[src/aux_pin_cfg.svh]
// offsets, field positions and reset values for the auxiliary pin control
`ifndef AUX_PIN_CFG_SVH
`define AUX_PIN_CFG_SVH

// register index as printed; the bus byte address is four times the index
`define AUX_CTL_INDEX 8'h11
`define AUX_CTL_ADDR ({22'h000000, `AUX_CTL_INDEX, 2'b00})
`define AUX_STAT_ADDR 32'h0000_0080

// control register fields
`define AUX_SEL_HI 7
`define AUX_SEL_LO 5
`define AUX_SRC_HI 4
`define AUX_SRC_LO 2
`define AUX_VAL_BIT 1
`define AUX_EN_BIT 0
`define AUX_CTL_RESET 8'h00

`endif

[src/aux_pin_pkg.sv]
// types shared by the auxiliary pin output selector
package aux_pin_pkg;

    // source groups for the pin output
    typedef enum logic [2:0] {
        SRC_RX0 = 3'h0,
        SRC_RX1 = 3'h1,
        SRC_RX2 = 3'h2,
        SRC_RX3 = 3'h3,
        SRC_DEV = 3'h4,
        SRC_RSVD = 3'h5,
        SRC_TX0 = 3'h6,
        SRC_TX1 = 3'h7
    } pin_src_e;

    // signal codes when device status is the source
    typedef enum logic [2:0] {
        DEV_LOCAL = 3'h0,
        DEV_LOCK_OR = 3'h1,
        DEV_LOCK_AND = 3'h2,
        DEV_PASS_AND = 3'h3,
        DEV_FSYNC = 3'h4
    } dev_sel_e;

    // signal codes when a transmit port is the source
    typedef enum logic [2:0] {
        TX_PASS_AND = 3'h0,
        TX_PASS_OR = 3'h1,
        TX_FRAME = 3'h2,
        TX_LINE = 3'h3,
        TX_SYNCED = 3'h4,
        TX_INTR = 3'h5
    } tx_sel_e;

endpackage

[src/aux_pin1_output_mux.sv]
// output selector and control register for auxiliary pin one
//
// Notes on behaviour
// - source field: 0-3 receive ports, 4 device status, 5 reserved, 6-7 transmit ports
// - receive source: code 000 gives remote pin 0, code 011 remote pin 3
// - receive source: code 100 gives port lock, 101 gives port pass
// - receive source: code 110 gives frame valid, 111 gives line valid
// - device status: code 000 gives the local value bit of this register
// - device status: code 001 gives OR of lock over enabled receive ports
// - device status: code 010 gives AND of lock over enabled receive ports
// - device status: code 011 gives AND of pass over enabled receive ports
// - transmit source: 000 AND, 001 OR of pass over its selected receive ports
// - transmit source: 010 sending frame, 011 sending line
// - transmit source: 100 synchronized, 101 port interrupt, 111 reserved
// - software-written value bit is held and driven when locally selected
// - pin driver enabled only while enable bit 0 is one
// - control register resets to zero: disabled, receive port 0, code 000
`timescale 1ns/1ps
`include "aux_pin_cfg.svh"

module aux_pin1_output_mux
    import aux_pin_pkg::*;
(
    input wire logic ref_clk,
    input wire logic srst,
    input wire logic hsel,
    input wire logic [31:0] haddr,
    input wire logic [1:0] htrans,
    input wire logic hwrite,
    input wire logic [2:0] hsize,
    input wire logic [31:0] hwdata,
    input wire logic hready,
    output logic hreadyout,
    output logic hresp,
    output logic [31:0] hrdata,
    input wire logic [15:0] rxRemotePins,
    input wire logic [3:0] rxLock,
    input wire logic [3:0] rxPass,
    input wire logic [3:0] rxFrameValid,
    input wire logic [3:0] rxLineValid,
    input wire logic [3:0] rxPortEnable,
    input wire logic frameSyncPulse,
    input wire logic [7:0] txRxSelect,
    input wire logic [1:0] txFrameActive,
    input wire logic [1:0] txLineActive,
    input wire logic [1:0] txSynced,
    input wire logic [1:0] txInterrupt,
    output logic auxPinOneOut,
    output logic auxPinOneOe
);

    logic [7:0] pinCtl_r;
    logic [7:0] pinCtl_nxt;
    logic wrCtl_r;
    logic rdCtl_r;
    logic rdStat_r;
    logic pinOut_r;
    logic pinOe_r;
    logic pinValue;
    logic [3:0] rxSig;

    // bus address phase decode; single word transfers only, hsize unused
    wire addrPhase = hsel & hready & htrans[1];
    wire hitCtl = (haddr == `AUX_CTL_ADDR);
    wire hitStat = (haddr == `AUX_STAT_ADDR);
    wire wrCtlReq = addrPhase & hwrite & hitCtl;
    wire rdCtlReq = addrPhase & ~hwrite & hitCtl;
    wire rdStatReq = addrPhase & ~hwrite & hitStat;
    wire unusedSize = ^hsize;

    // zero wait states and always OKAY; unmapped reads return zero
    assign hreadyout = 1'b1;
    assign hresp = 1'b0;
    assign hrdata = rdCtl_r ? {24'h000000, pinCtl_r} :
                    rdStat_r ? {30'h00000000, pinOe_r, pinOut_r} : 32'h0000_0000;

    // data phase write lands at the end of the data phase
    // hready is not re-checked in the data phase: this slave is the only one
    // on the bus and never stretches a transfer
    assign pinCtl_nxt = wrCtl_r ? hwdata[7:0] : pinCtl_r;

    // control register fields
    wire [2:0] pinSignalSelect = pinCtl_r[`AUX_SEL_HI:`AUX_SEL_LO];
    wire [2:0] pinSourceSelect = pinCtl_r[`AUX_SRC_HI:`AUX_SRC_LO];
    wire pinLocalValue = pinCtl_r[`AUX_VAL_BIT];
    wire pinOutputEnable = pinCtl_r[`AUX_EN_BIT];

    // one selector per receive port, then pick the addressed port
    // four small copies cost a few gates but keep each port's encoding in one place;
    // the port pick comes after, so the select decode is shared
    genvar g;
    generate
        for (g = 0; g < 4; g = g + 1) begin : gRx
            rx_sig_select uSel (
                .pinSignalSelect(pinSignalSelect),
                .remotePins(rxRemotePins[4*g +: 4]),
                .lock(rxLock[g]),
                .pass(rxPass[g]),
                .frameValid(rxFrameValid[g]),
                .lineValid(rxLineValid[g]),
                .sig(rxSig[g])
            );
        end
    endgenerate
    wire rxChosen = rxSig[pinSourceSelect[1:0]];

    // device status aggregates; with no port enabled the AND terms read low
    // (an empty AND would otherwise read high and fake a full lock)
    wire anyEnabled = |rxPortEnable;
    wire lockOr = |(rxLock & rxPortEnable);
    wire lockAnd = anyEnabled & (&(rxLock | ~rxPortEnable));
    wire passAnd = anyEnabled & (&(rxPass | ~rxPortEnable));
    // reserved codes read low so a stray setting never toggles the pin
    wire [7:0] devVec = {3'b000, frameSyncPulse, passAnd, lockAnd, lockOr, pinLocalValue};
    wire devChosen = devVec[pinSignalSelect];

    // transmit port status over the receive ports that feed it
    // an empty mask gives a low pass AND, same reasoning as above
    wire txIdx = pinSourceSelect[0];
    wire [3:0] txMask = txIdx ? txRxSelect[7:4] : txRxSelect[3:0];
    wire txPassAnd = (|txMask) & (&(rxPass | ~txMask));
    wire txPassOr = |(rxPass & txMask);
    wire [7:0] txVec = {2'b00, txInterrupt[txIdx], txSynced[txIdx], txLineActive[txIdx],
                        txFrameActive[txIdx], txPassOr, txPassAnd};
    wire txChosen = txVec[pinSignalSelect];

    // source group selection
    always_comb begin
        case (pinSourceSelect)
            SRC_RX0, SRC_RX1, SRC_RX2, SRC_RX3: pinValue = rxChosen;
            SRC_DEV: pinValue = devChosen;
            SRC_TX0, SRC_TX1: pinValue = txChosen;
            default: pinValue = 1'b0;
        endcase
    end

    // bus phase tracking
    // one flag per access kind, held for the single data phase cycle;
    // back to back transfers simply reload them every edge
    always_ff @(posedge ref_clk) begin
        if (srst) begin
            wrCtl_r <= 1'b0;
            rdCtl_r <= 1'b0;
            rdStat_r <= 1'b0;
        end else begin
            wrCtl_r <= wrCtlReq;
            rdCtl_r <= rdCtlReq;
            rdStat_r <= rdStatReq | unusedSize & 1'b0;
        end
    end

    // control register
    // only the low byte is kept; upper write data is dropped on purpose
    // and reads back as zero
    always_ff @(posedge ref_clk) begin
        if (srst) begin
            pinCtl_r <= `AUX_CTL_RESET;
        end else begin
            pinCtl_r <= pinCtl_nxt;
        end
    end

    // registered pin drive so the pin never glitches on a mux change
    // costs one cycle of latency from any setting or status to the pin;
    // the value keeps toggling while the driver is off
    always_ff @(posedge ref_clk) begin
        if (srst) begin
            pinOut_r <= 1'b0;
            pinOe_r <= 1'b0;
        end else begin
            pinOut_r <= pinValue;
            pinOe_r <= pinOutputEnable;
        end
    end

    assign auxPinOneOut = pinOut_r;
    assign auxPinOneOe = pinOe_r;
endmodule // aux_pin1_output_mux

[src/rx_sig_select.sv]
// per receive port signal selector
`timescale 1ns/1ps

module rx_sig_select (
    input wire logic [2:0] pinSignalSelect,
    input wire logic [3:0] remotePins,
    input wire logic lock,
    input wire logic pass,
    input wire logic frameValid,
    input wire logic lineValid,
    output logic sig
);

    // codes 0..3 pick a forwarded remote pin, upper codes the port status
    wire [7:0] choices = {lineValid, frameValid, pass, lock, remotePins};
    assign sig = choices[pinSignalSelect];

endmodule // rx_sig_select

[config.mk]
export PLATFORM = sky130hd
export DESIGN_NAME = aux_pin1_output_mux
export DESIGN_NICKNAME = d
export VERILOG_FILES = /design/src/aux_pin_pkg.sv /design/src/aux_pin1_output_mux.sv /design/src/rx_sig_select.sv
export VERILOG_INCLUDE_DIRS = /design/src
export SDC_FILE = /design/constraint.sdc
export NUM_CORES = 1
export LEC_CHECK = 0
export BUFFER_PORTS_ARGS = -buffer_cell sky130_fd_sc_hd__buf_2
export CORE_MARGIN = 10
export CORE_UTILIZATION = 34
export DETAILED_ROUTE_END_ITERATION = 7
export HOLD_SLACK_MARGIN = 0.08
export PLACE_DENSITY = 0.82
export SYNTH_ARGS = -nofsm -noshare
export SYNTH_HDL_FRONTEND = slang
export SYNTH_SLANG_ARGS = --single-unit
export TNS_END_PERCENT = 5
[constraint.sdc]
create_clock -name ref_clk -period 2.3 [get_ports ref_clk]
set_input_delay 0.46 -clock ref_clk [delete_from_list [all_inputs] [get_ports ref_clk]]
set_output_delay 0.46 -clock ref_clk [all_outputs]
set_load 0.01 [all_outputs]
# ---- Word level (Yosys, flattened, before mapping)
# Cells that the tools add are included.
dict set report op_classes {
  addsub 0
  n_mul 0
  n_div 0
  magnitude_cmp 3
  eq_ne 8
  shift 0
  muxes 26
  bitwise 18
  n_reduce_logical 10
}
# op count
set op_table {}
lappend op_table {{$eq 32x7->1 const B} 1}
lappend op_table {{$eq 32x8->1 const B} 1}
lappend op_table {{$reduce_or 4->1} 5}
lappend op_table {{$bmux 1 s3} 6}
lappend op_table {{$mux 1} 15}
lappend op_table {{$or 4x4->4} 3}
lappend op_table {{$reduce_and 4->1} 3}
lappend op_table {{$and 1x1->1} 10}
lappend op_table {{$eq 3x3->1 const B} 3}
lappend op_table {{$and 4x4->4} 2}
lappend op_table {{$mux 8} 1}
lappend op_table {{$not 4->4} 2}
lappend op_table {{$eq 3x2->1 const B} 2}
lappend op_table {{$lt 3x4->1 const B} 1}
lappend op_table {{$mux 4} 1}
lappend op_table {{$eq 3x1->1 const B} 1}
lappend op_table {{$logic_not 3->1} 1}
lappend op_table {{$lt 2x3->1 const B} 1}
lappend op_table {{$pmux 1 s3} 1}
lappend op_table {{$bmux 1 s2} 1}
lappend op_table {{$lt 1x2->1 const B} 1}
lappend op_table {{$mux 2} 1}
lappend op_table {{$reduce_or 2->1} 1}
lappend op_table {{$not 1->1} 1}
dict set report word_totals {
  regBits 13
  latchBits 0
  ram_bits 0
  rom_bits 0
  input_bits 127
  out_inout_bits 36
  wordCells 71
  mem_count 0
}

# ---- Longest topological paths before layout
# Gate-level depths: netlist (run 1).
dict set report logic_depth {
  word_depth 8
  depth_mapped 8
  depth_no_buf 6
}

# ---- Hierarchy
# From an unflattened synthesis (run 1), not the netlist that was laid out.
dict set report unflattened {
  hier_cells 154
  hier_area_um2 1428.9
}
# mod instances cells_each area_per_inst_um2
set by_module_without_submodules {}
lappend by_module_without_submodules {aux_pin1_output_mux 1 142 1173.6}
lappend by_module_without_submodules {rx_sig_select 4 3 63.8}

# ---- Worst setup path after synthesis (run 1)
# Ideal clock, no wire load.
dict set report synth_path {
  path_type {in2reg}
  startpoint {in txInterrupt[1]}
  endpoint {reg pinOut_r, in the netlist auxPinOneOut}
  setup_time_ps 120
  arrival_ps 1632
  slack_ps 548
  stages 6
  cell_sequence {mux4_2 o211ai_2 inv_2 a22oi_1 a21oi_1 o31a_1}
}
dict set report synth_between {
  elab_chain_cells 5
}
# element line
set synth_rtl {}
lappend synth_rtl {{start, declared} aux_pin1_output_mux.sv:47} ;# input wire logic [1:0] txInterrupt,
lappend synth_rtl {{$mux 1 (not written as such) (2 in series)} aux_pin1_output_mux.sv:123} ;# wire [7:0] txVec = {2'b00, txInterrupt[txIdx], txSynced[txIdx], txLineActive[txIdx],
lappend synth_rtl {{$bmux 1 s3} aux_pin1_output_mux.sv:125} ;# wire txChosen = txVec[pinSignalSelect];
lappend synth_rtl {{$mux 1 (not written as such)} aux_pin1_output_mux.sv:125}
lappend synth_rtl {{$pmux 1 s3} aux_pin1_output_mux.sv:129} ;# case (pinSourceSelect)
lappend synth_rtl {{end signal, assigned} aux_pin1_output_mux.sv:171} ;# pinOut_r <= pinValue;
lappend synth_rtl {{end, declared} aux_pin1_output_mux.sv:57} ;# logic pinOut_r;
# Every way passes these cells. The select of a mux whose other input is x is not followed.
# A chain may end at the register's enable or synchronous reset.

# ---- Final worst setup path (run 1)
dict set report layout_path {
  startpoint {reg pinCtl_r[5]}
  endpoint {reg pinOut_r, in the netlist auxPinOneOut}
}
dict set report layout_between {
  elab_chain_cells 5
}
# element line
set layout_rtl {}
lappend layout_rtl {{start, declared} aux_pin1_output_mux.sv:52} ;# logic [7:0] pinCtl_r;
lappend layout_rtl {{start signal, assigned} aux_pin1_output_mux.sv:157} ;# pinCtl_r <= `AUX_CTL_RESET;
lappend layout_rtl {{start signal, assigned} aux_pin1_output_mux.sv:159} ;# pinCtl_r <= pinCtl_nxt;
lappend layout_rtl {{$bmux 1 s3} rx_sig_select.sv:16} ;# assign sig = choices[pinSignalSelect];
lappend layout_rtl {{$mux 1 (not written as such)} rx_sig_select.sv:16}
lappend layout_rtl {{$bmux 1 s2} aux_pin1_output_mux.sv:105} ;# wire rxChosen = rxSig[pinSourceSelect[1:0]];
lappend layout_rtl {{$mux 1 (not written as such)} aux_pin1_output_mux.sv:105}
lappend layout_rtl {{$pmux 1 s3 *} aux_pin1_output_mux.sv:129}
# Every way passes the cells marked *; elsewhere a longest branch is shown, timed or not. The select of a mux whose other input is x is not followed.

==> metrics.yaml, run 1 <==
synth_area_sq_um: 1390
nFillCells: 419
period_share: 0.924
cts_setup_buffers: 0
clkSlewWorstSetupHoldPaths_ns: 0.05
synth_common_cells: "buf_4, mux2i_1, dfxtp_1, nor2_1, nor4_1"
required_ns: 2.43
cts_tree: "built"
die_h_um: 84.0
synth_edf_count: 0
grt_pass1_wl_mm: 8.08
status: "complete, no violations"
setup_viol: 0
yosysSeqAreaShare: 0.187
critPathKind: "flip-flop to flip-flop"
grt_pass1_vias: 1771
viasPerCell: 4.88
critPathArrivalTime_ns: 2.25
path_max_fanout: 14
diodes: 0
synth_seq_cells: 13
crit_path_end: "auxPinOneOut"
clock_latency_ns: 0.24
dieArea_sq_um: 7060
synth_top_area_share: 0.187
area.growth.synth_to_final_pct: 37.4
initial_utilization: 0.351
htreeDepth: 1
tightestPinTransition_ns: 0.698
slew_viol_final: 0
ff_latch_area_sq_um: 260
drive_above_1_share: 0.450
yosysMostFrequentCell: "buf_4"
hpwl_mm: 4.64
clkPwrFrac: 0.342
core_sq_um: 3970
leakage_nw: 0.899
cp-startpoint: "pinCtl_r[5]"
reg2reg_depth: 4
p_comb_frac: 0.264
num_rows: 23
drc: 0
rr_startpoint: "pinCtl_r[5]"
gp_congestion: 0.787
cts_buffers: 3
critPathMaxStageDelay_ns: 0.77
io_buffer_count: 108
routed_wl_mm: 5.21
postSynthAreaPerCell_sq_um: 8.45
cts_root_buf: "clkbuf_8"
hold_viol: 0
path_delay_family: "flip-flops"
slew_headroom: 0.534
p_seq_frac: 0.394
crit_slowest_cell: "dfxtp_1"
avgRoutedWirePerCell_um: 16.2
synth_top_flop_cell: "dfxtp_1"
power_switching_uw: 146
postCtsHoldBufs: 0
firstDrtPassIters: 4
p_int_uw: 431
fp.dieW_um: 84.0
cts_resized: 0
antenna_found_initial: 0
ios: 163
rsz0062_at_grt: "no"
grtUsageTotal: 0.134
max-vdd-ir-drop_v: 0.000401
numClockSinks: 13
startpoint_type: "flip-flop"
grt_overflow_total: 0
fin_util: 0.482
finClkSkew_ns: 0.00107
async_flop_share: 0
switching_share: 0.253
cts_buffer_depth: 2
p_per_area_nw_per_um2: 301
cap_violations: 0
hold_class: "input pin to flip-flop"
synth.distinct_cells: 41
first_iter_violations: 62
ant_nets: 0
synthTopCellsByArea: "dfxtp_1, buf_4, mux2i_1, mux4_2, nor4_1"
timing.rr.end: "auxPinOneOut"
fin_tns_setup_ns: 0
period_minus_slack_ns: 2.12
fmaxAchievable_ghz: 0.471
vias: 1565
fin_nets: 399
multi_input_area_sq_um: 951
grt_max_degree: 15
yosysTopAreaCell: "dfxtp_1"
synth-warning-count: 0
critical_path_depth: 4
crit_buf_inv: 0
reg2reg_slack_ns: 0.18
netlist_instances: 165
crit_chain: "mux4_2, o2111ai_1, a41oi_1, o31a_1"
critPathCaptureType: "flip-flop"
==> flip-flops by register name (all words and copies together) (netlist names) <==
signal and count:
rdCtl_r 1, auxPinOneOe 1, auxPinOneOut 1, rdStat_r 1, wrCtl_r 1, pinCtl_r 8
==> logic make-up (layout without fill, tap and decap cells) <==
group,after synthesis,after routing,share of synthesized area
mux,26,26,0.243
flops,13,13,0.187
compound gates,31,31,0.164
other cells,2,26,0.00539
simple gates,52,52,0.205
buf+inv,41,123,0.196
==> routing by layer <==
metal / up-vias / global-route usage / part of all wire
met1: 705 / 0.139 / 0.37
met3: 4 / 0.0566 / 0.094
met5: - / 0 / 0
met2: 78 / 0.248 / 0.53
li1: 778 / - / -
met4: 0 / 0.0137 / 0.0046
==> power by group through the flow <==
| stage | clock (mW) | combinational [mW] | sequential, mW |
|---|---|---|---|
| finish | 0.197 | 0.152 | 0.227 |
| global route | 0.213 | 0.170 | 0.227 |
| CTS | 0.203 | 0.150 | 0.227 |
| detailed placement | 0 | 0.150 | 0.232 |
| global placement | 0 | 0.144 | 0.232 |
| floorplan | 0 | 0.0881 | 0.232 |
==> per-stage QoR <==
stage	cell area, sq um	power, mW	setup WS, ns	cells	hold slack, ns
6_report	1920	0.577	0.176	321	0.458
4_1_cts	1920	0.580	0.168	321	0.458
3_3_place_gp	1870	0.376	0.211	317	0.464
3_5_place_dp	1870	0.382	0.176	317	0.473
5_1_grt	1920	0.610	0.0159	321	0.473
2_1_floorplan	1480	0.320	0.548	189	0.459
==> tightest hold or removal path: cells and delay by family <==
kind	cells	cell delay, ns
simple gates	1	0.07
mux	1	0.05
buf+inv	1	0.07
==> layout make-up <==
class                   instances  share of cell area
multi-input cells             135               0.496
inverters                       7              0.0137
flip-flops and latches         13               0.136
repair buffers                112               0.298
well taps                      50              0.0327
clock buffers                   4              0.0235
==> cells in the final DEF (no fill, tap or decap), types with 2 or more instances in the layout <==
| master | count |
|---|---|
| nor4_1 | 9 |
| a211oi_1 | 3 |
| nand4_1 | 3 |
| buf_2 | 108 |
| nand2_1 | 6 |
| o211ai_1 | 2 |
| o21ai_0 | 2 |
| nor2_1 | 11 |
| a31oi_1 | 4 |
| mux4_2 | 5 |
| clkbuf_8 | 3 |
| nand3_1 | 2 |
| and3_1 | 2 |
| o2111ai_1 | 2 |
| conb_1 | 26 |
| and2_1 | 8 |
| inv_1 | 6 |
| a21oi_1 | 2 |
| mux2i_1 | 20 |
| nand2b_1 | 2 |
| a22oi_1 | 2 |
| dfxtp_1 | 13 |
| buf_4 | 4 |
| o22ai_1 | 5 |
| nor2b_1 | 5 |
==> worst min path at each step <==
| stage | startpoint | endpoint | slack (ns) | cells past startpoint |
|---|---|---|---|---|
| 3_3_place_gp | pinCtl_r[0] | auxPinOneOe | 0.46 | 1 |
| 3_5_place_dp | pinCtl_r[0] | auxPinOneOe | 0.47 | 1 |
| 6_report | hwdata[1] | pinCtl_r[1] | 0.46 | 3 |
| 4_1_cts | hwdata[1] | pinCtl_r[1] | 0.46 | 3 |
| 5_1_grt | hwdata[1] | pinCtl_r[1] | 0.47 | 3 |
| 2_1_floorplan | pinCtl_r[0] | auxPinOneOe | 0.46 | 1 |
Power figures use the tool's default switching activity.
==> inputs of run 2 (changes only) <==
- CTS_BUF_LIST: not set -> sky130_fd_sc_hd__clkbuf_8 sky130_fd_sc_hd__clkbuf_16
- CTS_CLUSTER_DIAMETER: not set -> 150
==> run 2 against run 1 <==
Global-route usage unchanged. Largest power group unchanged. Final area unchanged. Setup slack about the same. Largest cell class unchanged. Combinational power about the same. Critical path depth unchanged.
==> metrics.yaml, run 2 (same netlist as run 1, synthesis figures left out) <==
status: "complete, no violations"
hold_viol: 0  # unchanged
postCtsHoldBufs: 0  # unchanged
grt_max_degree: 15  # unchanged
path_delay_family: "flip-flops"
critPathCaptureType: "flip-flop"
required_ns: 2.43  # about the same
fmaxAchievable_ghz: 0.471  # about the same
finClkSkew_ns: 0.000906  # -0.000168 ns
reg2reg_slack_ns: 0.18  # about the same
num_rows: 23  # unchanged
critPathKind: "flip-flop to flip-flop"
diodes: 0  # unchanged
critPathArrivalTime_ns: 2.25  # about the same
cts_setup_buffers: 0  # unchanged
tightestPinTransition_ns: 0.698  # -0.0000184 ns
startpoint_type: "flip-flop"
numClockSinks: 13  # unchanged
cts_root_buf: "clkbuf_8"
cp-startpoint: "pinCtl_r[5]"
critPathMaxStageDelay_ns: 0.77  # about the same
viasPerCell: 4.88  # +0.19%
firstDrtPassIters: 4  # unchanged
grtUsageTotal: 0.134  # unchanged
leakage_nw: 0.903  # +0.46%
final_cell_mix: "buf_2, conb_1, mux2i_1, dfxtp_1, nor2_1"
drive_above_1_share: 0.450  # unchanged
cap_violations: 0  # unchanged
period_minus_slack_ns: 2.12  # -0.000312 ns
crit_buf_inv: 0  # unchanged
fp.dieW_um: 84.0  # unchanged
antenna_found_initial: 0  # unchanged
vias: 1568  # +0.19%
routed_wl_mm: 5.20  # -0.13%
clock_latency_ns: 0.24  # about the same
path_max_fanout: 14  # unchanged
avgRoutedWirePerCell_um: 16.2  # -0.13%
grt_pass1_wl_mm: 8.08  # unchanged
p_per_area_nw_per_um2: 299  # -0.76%
period_share: 0.924  # about the same
largest-register: "pinCtl_r"
nFillCells: 419  # unchanged
fin_nets: 399  # unchanged
area.growth.synth_to_final_pct: 37.4  # unchanged
cts_tree: "built"
crit_chain: "mux4_2, o2111ai_1, a41oi_1, o31a_1"
hold_start: "hwdata[1]"
cts_resized: 0  # unchanged
grt_pass1_vias: 1771  # unchanged
crit_slowest_cell: "dfxtp_1"
ios: 163  # unchanged
layout_commonest_cell: "buf_2"
hold_class: "input pin to flip-flop"
ant_nets: 0  # unchanged
fin_tns_setup_ns: 0  # unchanged
slew_viol_final: 0  # unchanged
gp_congestion: 0.787  # unchanged
core_sq_um: 3970  # unchanged
max-vdd-ir-drop_v: 0.000388  # -3.3%
largest_reg_flops: 8  # unchanged
rr_startpoint: "pinCtl_r[5]"
slew_headroom: 0.534  # about the same
die_h_um: 84.0  # unchanged
cts_buffer_depth: 2  # unchanged
hpwl_mm: 4.64  # unchanged
htreeDepth: 1  # unchanged
dieArea_sq_um: 7060  # unchanged
fin_util: 0.482  # unchanged
clkSlewWorstSetupHoldPaths_ns: 0.05  # about the same
cts_buffers: 3  # unchanged
first_iter_violations: 62  # unchanged
setup_viol: 0  # unchanged
initial_utilization: 0.351  # unchanged
drc: 0  # unchanged
grt_overflow_total: 0  # unchanged
io_buffer_count: 108  # unchanged
rsz0062_at_grt: "no"
==> run 2: report_power, final <==
part           switching (mW)  leakage, nW  internal [mW]
Sequential           0.000731        0.105          0.226
Combinational          0.0695        0.772         0.0827
Clock                  0.0756       0.0269          0.118
==> run 2: final timing paths <==
kind | end | cells past startpoint
worst max register to register | auxPinOneOut | 4
worst min register to register | auxPinOneOe | 1
worst min-delay path | pinCtl_r[1] | 3
worst max-delay path | auxPinOneOut | 4
==> run 2: layer usage <==
layer / share of wire / vias to the layer above / global-route usage
met2: 0.53 / 80 / 0.248
li1: - / 777 / -
met1: 0.37 / 707 / 0.139
met4: 0.0046 / 0 / 0.0137
met5: 0 / - / 0
met3: 0.096 / 4 / 0.0566
==> run 2: cell type report <==
cell class / instances / area (sq um) / share of cell area
Clock buffer: 3 / 41.3 / 0.0216
Clock inverter: 1 / 3.75 / 0.00196
Inverter: 7 / 26.3 / 0.0137
Multi-Input combinational cell: 135 / 951 / 0.496
Sequential cell: 13 / 260 / 0.136
Tap cell: 50 / 62.6 / 0.0327
Timing Repair Buffer: 112 / 571 / 0.298
==> run 2: through the flow <==
step | total power [mW] | instance area (sq um) | hold WS, ns | worst slack, ns | std cells
4_1_cts | 0.576 | 1920 | 0.458 | 0.168 | 321
3_5_place_dp | 0.382 | 1870 | 0.473 | 0.176 | 317
6_report | 0.572 | 1920 | 0.458 | 0.176 | 321
5_1_grt | 0.605 | 1920 | 0.473 | 0.0159 | 321
2_1_floorplan | 0.320 | 1480 | 0.459 | 0.548 | 189
3_3_place_gp | 0.376 | 1870 | 0.464 | 0.211 | 317
==> run 2: worst register-to-register path, delay by kind of cell, from the launching register on <==
kind           cells  cell delay [ns]
multiplexers       1             0.60
AO/OA/AOI/OAI      3             0.65
flip-flops         1             0.77
